--- src/rhs_pkg.sv ---
// package for the radio host serial pin block
// assumes a single 100 MHz clock and synchronous active-high reset
package rhs_pkg;
   localparam int unsigned CLK_HZ         = 100_000_000;
   localparam int unsigned TEST_BAUD      = 9600;
   localparam int unsigned DEF_BAUD_DIV   = CLK_HZ / TEST_BAUD;
   localparam int unsigned TEST_BAUD_DIV  = CLK_HZ / TEST_BAUD;
   localparam int unsigned TEST_IDLE_MS   = 3;
   localparam int unsigned TEST_IDLE_CYC  = (CLK_HZ / 1000) * TEST_IDLE_MS;
   localparam int unsigned DEF_IDLE_CYC   = TEST_IDLE_CYC;
   localparam int unsigned DATA_BITS      = 8;
   localparam int unsigned BIT_CNT_W      = 4;
   localparam int unsigned DIV_W          = 20;
   localparam int unsigned IDLE_W         = 20;
   localparam logic [1:0]  TEST_STOP_BITS = 2'h1;
   localparam logic        TEST_PARITY_EN = 1'h0;
   localparam logic [7:0]  DEF_PKT_280K   = 8'h40;
   localparam logic [7:0]  DEF_PKT_500K   = 8'h80;

   // serial framing actually in force
   typedef struct packed {
      logic [DIV_W-1:0] baud_div;
      logic             parity_en;
      logic [1:0]       stop_bits;
   } rhs_frame_t;

   // one byte with its meaning from the command/data select
   typedef struct packed {
      logic       is_cmd;
      logic [7:0] data;
   } rhs_byte_t;

   typedef enum logic [1:0] {
      RHS_IDLE  = 2'b00,
      RHS_START = 2'b01,
      RHS_DATA  = 2'b10,
      RHS_STOP  = 2'b11
   } rhs_state_t;
endpackage

--- src/rhs_pins.sv ---
// host-facing pin logic of the radio: serial lines, handshakes, strap
// assumes pins are already synchronous to i_clk; pull-ups sit outside as
// undriven inputs are modelled by the pad as logic high
`timescale 1ns/100ps
`default_nettype none
// Notes on behaviour
// - test strap low at reset forces 9600 baud, 8 data, no parity, 1 stop.
// - test mode ends only by a reset with the strap read high.
// - a low pulse on the external reset pin resets the whole block.
// - host bytes are commands while select is low, payload while high.
// - in-range output is low when synced as client, always low on server.
// - clear-to-send is low while more host data can be taken.
// - an undriven request-to-send reads high and blocks output if enabled.
// - every undriven input reads high.
// - test mode also sets a 3 ms idle timeout and default packet size.
// - with flow control on, output waits while request-to-send is high.
// - with select low, nothing goes to the radio but reception goes on.
module rhs_pins
   import rhs_pkg::*;
#(
   parameter int unsigned RX_DEPTH = 16
)(
   input  wire logic              i_clk,
   input  wire logic              i_rst,
   input  wire logic              i_reset_n,
   input  wire logic              i_test_n,
   input  wire logic              i_rxd,
   output logic                   o_txd,
   input  wire logic              i_cmd_data,
   input  wire logic              i_rts_n,
   output logic                   o_cts_n,
   output logic                   o_in_range_n,
   input  wire logic              i_is_server,
   input  wire logic              i_synced,
   input  wire logic              i_rts_en,
   input  wire logic              i_rate_500k,
   input  wire rhs_frame_t        i_cfg_frame,
   input  wire logic [IDLE_W-1:0] i_cfg_idle,
   input  wire logic [7:0]        i_cfg_pkt,
   input  wire logic              i_buf_ready,
   output logic                   o_cmd_valid,
   output logic                   o_pay_valid,
   output logic [7:0]             o_host_byte,
   input  wire logic              i_radio_valid,
   input  wire logic [7:0]        i_radio_data,
   output logic                   o_radio_ready,
   output logic                   o_rf_tx_en,
   output logic                   o_test_mode,
   output logic [IDLE_W-1:0]      o_idle_cyc,
   output logic [7:0]             o_pkt_size,
   output logic                   o_rx_err
);
   logic             rst_all;
   logic             test_q, test_d;
   logic             arm_q, arm_d;
   rhs_frame_t       frame;
   rhs_state_t       rst_q, rst_d;
   logic [DIV_W-1:0] rcnt_q, rcnt_d;
   logic [2:0]       rbit_q, rbit_d;
   logic [7:0]       rsh_q, rsh_d;
   rhs_byte_t        out_q, out_d;
   logic             vld_q, vld_d;
   logic             err_q, err_d;
   logic             tx_ready;
   logic             tx_go;

   // external reset pin resets everything; floats high when unused
   assign rst_all = i_rst | ~i_reset_n;

   // strap caught at the first clock after reset release
   always_comb begin
      arm_d  = 1'b0;
      test_d = test_q;
      if (arm_q) test_d = ~i_test_n; // only here can test mode begin
   end

   always_ff @(posedge i_clk) begin
      if (rst_all) begin
         arm_q  <= 1'b1;
         test_q <= 1'b0;
      end else begin
         arm_q  <= arm_d;
         test_q <= test_d;
      end
   end

   // test mode overrides the stored framing
   always_comb begin
      frame = i_cfg_frame;
      if (test_q) begin
         frame.baud_div  = DIV_W'(TEST_BAUD_DIV);
         frame.parity_en = TEST_PARITY_EN;
         frame.stop_bits = TEST_STOP_BITS;
      end
   end

   // idle timeout and packet size forced in test mode
   assign o_test_mode = test_q;
   assign o_idle_cyc  = test_q ? IDLE_W'(TEST_IDLE_CYC) : i_cfg_idle;
   assign o_pkt_size  = test_q ? (i_rate_500k ? DEF_PKT_500K : DEF_PKT_280K)
                               : i_cfg_pkt;

   // receiver samples mid-bit; parity is not supported, framing only
   always_comb begin
      rst_d  = rst_q;
      rcnt_d = rcnt_q - DIV_W'(1);
      rbit_d = rbit_q;
      rsh_d  = rsh_q;
      out_d  = out_q;
      vld_d  = 1'b0;
      err_d  = 1'b0;
      unique case (rst_q)
         RHS_IDLE: if (!i_rxd) begin
            rst_d  = RHS_START;
            rcnt_d = frame.baud_div >> 1;
         end
         RHS_START: if (rcnt_q == '0) begin
            rst_d  = i_rxd ? RHS_IDLE : RHS_DATA; // glitch rejected
            rcnt_d = frame.baud_div - DIV_W'(1);
            rbit_d = 3'h0;
         end
         RHS_DATA: if (rcnt_q == '0) begin
            rsh_d  = {i_rxd, rsh_q[7:1]}; // lsb arrives first
            rcnt_d = frame.baud_div - DIV_W'(1);
            rbit_d = rbit_q + 3'h1;
            if (rbit_q == 3'h7) rst_d = RHS_STOP;
         end
         RHS_STOP: if (rcnt_q == '0) begin
            rst_d = RHS_IDLE;
            if (i_rxd) begin // stop must be high
               vld_d       = 1'b1;
               out_d.data  = rsh_q;
               out_d.is_cmd = ~i_cmd_data; // low selects command
            end else begin
               err_d = 1'b1;
            end
         end
      endcase
   end

   always_ff @(posedge i_clk) begin
      if (rst_all) begin
         rst_q  <= RHS_IDLE;
         rcnt_q <= '0;
         rbit_q <= 3'h0;
         rsh_q  <= 8'h00;
         out_q  <= '0;
         vld_q  <= 1'b0;
         err_q  <= 1'b0;
      end else begin
         rst_q  <= rst_d;
         rcnt_q <= rcnt_d;
         rbit_q <= rbit_d;
         rsh_q  <= rsh_d;
         out_q  <= out_d;
         vld_q  <= vld_d;
         err_q  <= err_d;
      end
   end

   // route bytes by the select pin
   assign o_host_byte = out_q.data;
   assign o_cmd_valid = vld_q & out_q.is_cmd;
   assign o_pay_valid = vld_q & ~out_q.is_cmd;
   assign o_rx_err    = err_q;

   // no radio transmit while in command mode; reception unaffected
   assign o_rf_tx_en = i_cmd_data;

   // clear-to-send follows buffer room, active low
   assign o_cts_n = ~i_buf_ready;

   // in-range: synced client or any server drives low
   assign o_in_range_n = ~(i_is_server | i_synced);

   // output held off while flow control on and rts high
   assign tx_go         = i_radio_valid & ~(i_rts_en & i_rts_n);
   assign o_radio_ready = tx_ready & ~(i_rts_en & i_rts_n);

   rhs_uart_tx u_tx (
      .i_clk   (i_clk),
      .i_rst   (rst_all),
      .i_frame (frame),
      .i_valid (tx_go),
      .i_data  (i_radio_data),
      .o_ready (tx_ready),
      .o_txd   (o_txd)
   );

   // checks
   property p_test_sticky;
      @(posedge i_clk) disable iff (rst_all)
      !$past(arm_q) |-> $stable(test_q); // the strap edge itself is exempt
   endproperty
   a_test_sticky: assert property (p_test_sticky)
      else $error("test mode changed without reset");

   property p_test_baud;
      @(posedge i_clk) disable iff (rst_all)
      test_q |-> frame.baud_div == DIV_W'(TEST_BAUD_DIV) && !frame.parity_en
                 && frame.stop_bits == TEST_STOP_BITS;
   endproperty
   a_test_baud: assert property (p_test_baud)
      else $error("test framing not forced");

   property p_test_idle;
      @(posedge i_clk) disable iff (rst_all)
      test_q |-> o_idle_cyc == IDLE_W'(TEST_IDLE_CYC);
   endproperty
   a_test_idle: assert property (p_test_idle)
      else $error("test idle timeout wrong");

   property p_cmd_route;
      @(posedge i_clk) disable iff (rst_all)
      (rst_q == RHS_STOP && rcnt_q == '0 && i_rxd && !i_cmd_data)
      |=> o_cmd_valid && !o_pay_valid;
   endproperty
   a_cmd_route: assert property (p_cmd_route)
      else $error("command byte misrouted");

   property p_in_range;
      @(posedge i_clk) disable iff (rst_all)
      i_is_server |-> !o_in_range_n;
   endproperty
   a_in_range: assert property (p_in_range)
      else $error("server in-range not low");

   property p_cts;
      @(posedge i_clk) disable iff (rst_all)
      o_cts_n == !i_buf_ready;
   endproperty
   a_cts: assert property (p_cts)
      else $error("clear-to-send wrong");

   property p_rts_hold;
      @(posedge i_clk) disable iff (rst_all)
      (i_rts_en && i_rts_n && tx_ready) [*2] |-> o_txd;
   endproperty
   a_rts_hold: assert property (p_rts_hold)
      else $error("output sent while rts high");

   property p_rf_block;
      @(posedge i_clk) disable iff (rst_all)
      !i_cmd_data |-> !o_rf_tx_en;
   endproperty
   a_rf_block: assert property (p_rf_block)
      else $error("radio transmit in command mode");

   property p_start_bit;
      @(posedge i_clk) disable iff (rst_all)
      (tx_go && tx_ready) |=> !o_txd;
   endproperty
   a_start_bit: assert property (p_start_bit)
      else $error("no start bit");
endmodule // rhs_pins
`default_nettype wire

--- src/rhs_uart_tx.sv ---
// serial transmitter toward the host, one start, lsb first, stop high
// assumes i_frame is stable while a byte is in flight
`timescale 1ns/100ps
`default_nettype none
module rhs_uart_tx
   import rhs_pkg::*;
(
   input  wire logic       i_clk,
   input  wire logic       i_rst,
   input  wire rhs_frame_t i_frame,
   input  wire logic       i_valid,
   input  wire logic [7:0] i_data,
   output logic            o_ready,
   output logic            o_txd
);
   rhs_state_t       st_q, st_d;
   logic [DIV_W-1:0] cnt_q, cnt_d;
   logic [2:0]       bit_q, bit_d;
   logic [7:0]       sh_q, sh_d;
   logic             txd_q, txd_d;
   logic [1:0]       stp_q, stp_d;
   logic             tick;

   // one enable per bit period from the divider
   assign tick    = (cnt_q == '0);
   assign o_ready = (st_q == RHS_IDLE);
   assign o_txd   = txd_q;

   // next state of the framer
   always_comb begin
      st_d  = st_q;
      sh_d  = sh_q;
      bit_d = bit_q;
      stp_d = stp_q;
      txd_d = txd_q;
      cnt_d = tick ? i_frame.baud_div - DIV_W'(1) : cnt_q - DIV_W'(1);
      unique case (st_q)
         RHS_IDLE: begin
            cnt_d = i_frame.baud_div - DIV_W'(1);
            txd_d = 1'b1;
            if (i_valid) begin
               sh_d  = i_data;
               st_d  = RHS_START;
               txd_d = 1'b0; // start bit low
            end
         end
         RHS_START: if (tick) begin
            st_d  = RHS_DATA;
            bit_d = 3'h0;
            txd_d = sh_q[0]; // lsb first
            sh_d  = {1'b0, sh_q[7:1]};
         end
         RHS_DATA: if (tick) begin
            if (bit_q == 3'h7) begin
               st_d  = RHS_STOP;
               stp_d = i_frame.stop_bits;
               txd_d = 1'b1; // stop bit high
            end else begin
               bit_d = bit_q + 3'h1;
               txd_d = sh_q[0];
               sh_d  = {1'b0, sh_q[7:1]};
            end
         end
         RHS_STOP: if (tick) begin
            if (stp_q <= 2'h1) st_d = RHS_IDLE;
            stp_d = stp_q - 2'h1;
         end
      endcase
   end

   always_ff @(posedge i_clk) begin
      if (i_rst) begin
         st_q  <= RHS_IDLE;
         cnt_q <= '0;
         bit_q <= 3'h0;
         sh_q  <= 8'h00;
         txd_q <= 1'b1;
         stp_q <= 2'h1;
      end else begin
         st_q  <= st_d;
         cnt_q <= cnt_d;
         bit_q <= bit_d;
         sh_q  <= sh_d;
         txd_q <= txd_d;
         stp_q <= stp_d;
      end
   end
endmodule // rhs_uart_tx
`default_nettype wire

--- config.mk ---
export PLATFORM = sky130hd
export DESIGN_NAME = rhs_pins
export DESIGN_NICKNAME = d
export VERILOG_FILES = /design/src/rhs_pkg.sv /design/src/rhs_pins.sv /design/src/rhs_uart_tx.sv
export SDC_FILE = /design/constraint.sdc
export NUM_CORES = 1
export LEC_CHECK = 0
export ABC_AREA = 1
export BUFFER_PORTS_ARGS = -buffer_cell sky130_fd_sc_hd__buf_2
export CAP_MARGIN = 10
export CORE_MARGIN = 2
export CORE_UTILIZATION = 55
export CTS_CLUSTER_SIZE = 24
export DETAILED_ROUTE_END_ITERATION = 10
export PLACE_DENSITY_LB_ADDON = 0.1
export SETUP_SLACK_MARGIN = 0.1
export SYNTH_ARGS = -nofsm -noshare
export SYNTH_HDL_FRONTEND = slang
export SYNTH_SLANG_ARGS = --single-unit
--- constraint.sdc ---
create_clock -name i_clk -period 3 [get_ports i_clk]
set_clock_uncertainty 0.1 [all_clocks]
set_input_delay 0.6 -clock i_clk [delete_from_list [all_inputs] [get_ports i_clk]]
set_output_delay 0.6 -clock i_clk [all_outputs]
set_load 0.02 [all_outputs]
# == Word level (Yosys, flattened, before mapping) ==
# Index checks and enable logic that the tools add are counted.
# totals
wordCells,125
ff_bits,82
output_inout_bits,45
# classes
n_addsub,6
reduce_logical,19
mux,47
n_eq_ne,20
magnitude_cmp,1
bitwise_logic,16
# op_table
operator,count
$mux 20,5
$sub 20x1->20 const B,3
$mux 8,6
$logic_not 20->1,2
$pmux 20 s2,1
$mux 2,15
$pmux 8 s3,1
$mux 23,1
$pmux 2 s4,2
$mux 3,5
$ne 2x1->1 const B,6
$ne 2x2->1 const B,6
$pmux 3 s2,2
$reduce_and 5->1,2
$not 1->1,9
$reduce_and 3->1,3
$eq 2x2->1 const B,4
$reduce_and 4->1,2
$mux 1,7
$add 3x1->3 const B,2
$eq 3x3->1 const B,2
$reduce_and 6->1,1
$reduce_bool 2->1,3
$and 1x1->1,5
11 further kinds,14

# == Depth between registers and ports, before layout ==
# depth
ltp_word,5
ltp_mapped,15
depth_no_buf,15

# == Cells and area by module ==
# Synthesis repeated with hierarchy kept, for this count alone.
# unflattened
cells_unflattened,1021
hier_area_um2,6294.8
# modules_own_cells
module,area_per_inst_um2,instances,cells_per_inst,seq_area_each_um2
rhs_pins,3703.6,1,628,920.9
rhs_uart_tx,2591.2,1,393,720.7

# == Worst setup path before layout ==
# No wires, ideal clock.
# synth_path
path_kind,register to output
start,reg test_q (netlist: o_test_mode)
end,out o_idle_cyc[13]
setup_slack_ns,0.894
arrival_time_ns,1.406
n_path_buf,3
t_required_ns,2.300
stages_incl_launch_ff,5
cell_sequence,dfxtp_1 buf_2 clkbuf_1 clkbuf_1 nor2_1
# synth_via
elab_chain_len,1
# synth_lines
element,line_no,rtl
"start, declared",rhs_pins.sv:54,"logic test_q, test_d;"
"start signal, assigned",rhs_pins.sv:83,test_q <= test_d;
$mux 20,rhs_pins.sv:99,assign o_idle_cyc = test_q ? IDLE_W'(TEST_IDLE_CYC) : i_cfg_idle;
"end, declared",rhs_pins.sv:49,"output logic [IDLE_W-1:0] o_idle_cyc,"
# No other way between the ends.

# == Worst setup path in the final report ==
# layout_path
start,reg rcnt_q[0]
end,reg rcnt_q[17]
# layout_via
elab_chain_len,3
elab_cells_between_ends,5
classes_between,add/sub: 1; mux: 3; reduce/logical: 1
# layout_lines
element,line_no,rtl
"start, declared",rhs_pins.sv:58,"logic [DIV_W-1:0] rcnt_q, rcnt_d;"
"start signal, assigned",rhs_pins.sv:152,rcnt_q <= rcnt_d;
$sub 20x1->20 or $logic_not 20->1 (tied branches),"rhs_pins.sv:106, rhs_pins.sv:117, rhs_pins.sv:122",
"$mux 20, on equally long branches","rhs_pins.sv:117, rhs_pins.sv:122, rhs_pins.sv:113",
$pmux 20 s2 (*),rhs_pins.sv:112,unique case (rst_q)
# Every way passes the cells marked *; elsewhere a longest branch is shown, timed or not.
# A chain may end at the register's enable or synchronous reset.

==> results.ini <==
[placed_design]
gp_congestion=0.911
dp_cells=1102
post-dp-hpwl_microns=10200
io_buffer_count=115

[critical_path]
timing.critical_path.to_type=flop
reg_to_reg_setup_timing_slack_ns=0.66
reg2reg_depth=10
worst_r2r_endpoint=rcnt_q[17]$_SDFF_PP0_
path_class=reg2reg
worst_ep_required_time_ns=3.21
worstPathMaxFanout=14
type_of_origin_of_the_critical_path=flop
worstReg2RegStart=rcnt_q[0]$_SDFF_PP0_
worstPathArrival_ns=2.55

[pwr]
power.leakage_nw=3.26
power_switching_share_pct=37.3
cellPowerDensity_mw_per_mm2=490
combPwrFrac_pct=33.5
cell_internal_pwr_mw=1.92
power.clock.fraction_pct=27.2
vdd_drop_max_mv=0.314
power_frac_seq_pct=39.3
power.switching_mw=1.14

[logic_synthesis]
synth.lib_cells_used.distinct=38
synth_top_area_cell=dfxtp_1
total_number_of_yosys_warnings=0
synthesis.area_sq_mm=0.00539
yosys-top-cells-count=247 x nand2_1, 132 x nor2_1, 111 x inv_1
synth.yosys.seq_area_share_pct=30.5
synth_top_area_share_pct=30.5
postSynthAreaPerCell_sq_um=6.13
post_synth_main_area_contributors=dfxtp_1 30%, nand2_1 17%, nor2_1 9.2%, inv_1 7.7%, a21oi_1 6.3%
postSynth.topFlopCell=dfxtp_1
ys_ff_latch=82
synth_async_sr_flop_share_pct=0
post_synthesis_instance_total=879
synth.most_common_cell=nand2_1
synth-edff-count=0
synth_fp_nets=968

[hold_path]
worst_hold_path_type=in2reg
hold-path-cell-count=2
min-delay-start=i_test_n
whs_endpoint=o_test_mode$_SDFFE_PP0P_

[cts]
cts_max_path_bufs=2
post_cts_gate_resize_count=0
clk-insertion-delay-late_ns=0.36
clkSinkCount=82
postCtsSetupRepairBufs=0
cts-htree-levels=3
cts.reportedPaths.clkPinSlew_ns=0.09
cts_root_buf=clkbuf_8
clock_tree_from_tritoncts=built
cts_buffer_count=9
number_of_hold_repair_buffers_added_at_the_cts_stage=0

[outcome]
outcome=complete, no violations

[routing]
final_wirelength_microns=13100
post-route-drc-count=0
vias_per_cell=5.01
violation_count_after_the_first_detailed_routing_iteration=257
via_count=5602
antenna_violating_nets_post_route=0
firstDrtPassIters=4
wl_per_cell_microns=11.7

[grt]
grt.overflow.total=0
grt_pass1_wl_microns=21700
first_global_vias=5022
grt_start_max_net_pins=37
grt_antenna_before_repair=0
grt_use_total_pct=25.7

[timing]
setup_repair_after_global_routing_missed_its_margin=false
crit_share_post_route_pct=78.0
final_hold_viol_count=0
fin_tns_setup_ns=0
slew_violations=0
maxSlewHeadroom_pct=62.8
tightest_slew_ns=0.558
max_freq_mhz=427
final_report_setup_violation_count=0
layout_min_cycle_time_ns=2.34

[layout]
net_count_reported_at_finish=1069
antenna_cells_inserted=0
layout-drive-gt1-share_pct=17.2
layoutNonFillerInstCount=1118
syn_to_final_growth_pct=15.5

[floorplanning]
fp.dieH_microns=103
rows=36
die_area_sq_mm=0.0106
start_util_pct=55.9
ios=117
core_area_sq_mm=0.00964
chipWidth_microns=103

[flow_run]
drv_cap=0

## worst max-delay path by stage
stage / from / to / slack [ns] / cells after the start
2_1_floorplan: o_test_mode$_SDFFE_PP0P_ / o_idle_cyc[13] / 0.89 / 4
3_3_place_gp: i_cfg_frame[3] / u_tx.cnt_q[12]$_SDFF_PP0_ / 0.63 / 10
3_5_place_dp: i_cfg_frame[3] / u_tx.cnt_q[12]$_SDFF_PP0_ / 0.60 / 10
4_1_cts: rcnt_q[0]$_SDFF_PP0_ / rcnt_q[17]$_SDFF_PP0_ / 0.66 / 10
5_1_grt: rcnt_q[0]$_SDFF_PP0_ / rcnt_q[17]$_SDFF_PP0_ / 0.49 / 10
6_report: rcnt_q[0]$_SDFF_PP0_ / rcnt_q[17]$_SDFF_PP0_ / 0.66 / 10
## metal layers
metal / global-route usage (%) / routed length (microns) / vias to the layer above
met5: 0 / 0 / -
met4: 6.88 / 201 / 0
met3: 3.93 / 516 / 20
met2: 45.5 / 6220 / 134
met1: 32.6 / 6160 / 2499
li1: - / - / 2949
## metrics by stage
step           instance area (sq um)  setup WS [ns]  utilization, %  hold WS [ns]  total power, mW
3_5_place_dp                    6020          0.604            62.5         0.315             2.24
2_1_floorplan                   5390          0.894               -         0.300             1.99
4_1_cts                         6230          0.659            64.6         0.301             3.07
3_3_place_gp                    6020          0.628            62.5         0.310             2.23
6_report                        6230          0.660            64.6         0.299             3.05
5_1_grt                         6230          0.494            64.6         0.300             3.25
## cell families (layout without fill, tap and decap cells)
kind of cell / after synthesis / in the layout / synth area share (%)
AO/OA/AOI/OAI: 134 / 134 / 13.0
adder cells (fa/ha/maj): 17 / 17 / 3.95
AND/OR/NAND/NOR: 469 / 469 / 36.7
flip-flops: 82 / 82 / 30.5
buffers and inverters: 149 / 255 / 11.4
XOR/XNOR: 28 / 28 / 4.55
## final cells by class
cell class | instances | area, sq um
Sequential cell | 82 | 1640
Multi-Input combinational cell | 648 | 3140
Tap cell | 133 | 166
Timing Repair Buffer | 120 | 626
Inverter | 119 | 447
Fill cell | 996 | 3410
Clock buffer | 10 | 138
Clock inverter | 6 | 65.1
## layout by cell type, fill, tap and decap left out, types with 2 or more instances in the layout
master,n
nor2_4,4
clkinv_2,2
nand3b_1,4
a31oi_1,2
xor2_1,17
ha_1,17
nor2_2,5
a22oi_1,2
o21ai_0,48
nand4_1,9
nor3_1,8
xnor2_1,11
or2_2,9
buf_2,115
inv_2,7
nand2_2,4
dfxtp_1,82
nor2_1,131
a21oi_1,68
nand2_1,247
a211oi_1,2
o21ai_1,7
buf_4,4
clkbuf_8,10
inv_1,111
nand3_1,42
nand3_4,2
## worst max-delay path, cell delays in order, from the launching register on
cell and delay, ns:
dfxtp_1 0.33, inv_1 0.17, ha_1 0.30, nand2_2 0.12, nor2_4 0.20, nand3_4 0.17
nor3_4 0.47, nand3_1 0.21, nand3_1 0.11, nand2_1 0.05, inv_1 0.04
## registers in the layout, summed over array words and instances (netlist names), 2 cells and up, named ones only
signal,flops
rcnt_q,20
u_tx.stp_q,2
u_tx.bit_q,3
u_tx.st_q,2
rsh_q,8
o_host_byte,8
rbit_q,3
u_tx.sh_q,8
u_tx.cnt_q,20
## power by group through the flow
| stage | logic (mW) | clock network [mW] | registers [mW] |
|---|---|---|---|
| after floorplan | 0.774 | 0 | 1.22 |
| after global placement | 1.01 | 0 | 1.22 |
| after detailed placement | 1.01 | 0 | 1.22 |
| after CTS | 1.02 | 0.846 | 1.20 |
| after global routing | 1.17 | 0.877 | 1.21 |
| final | 1.02 | 0.830 | 1.20 |
No activity file was read; power rests on OpenSTA's default activity.
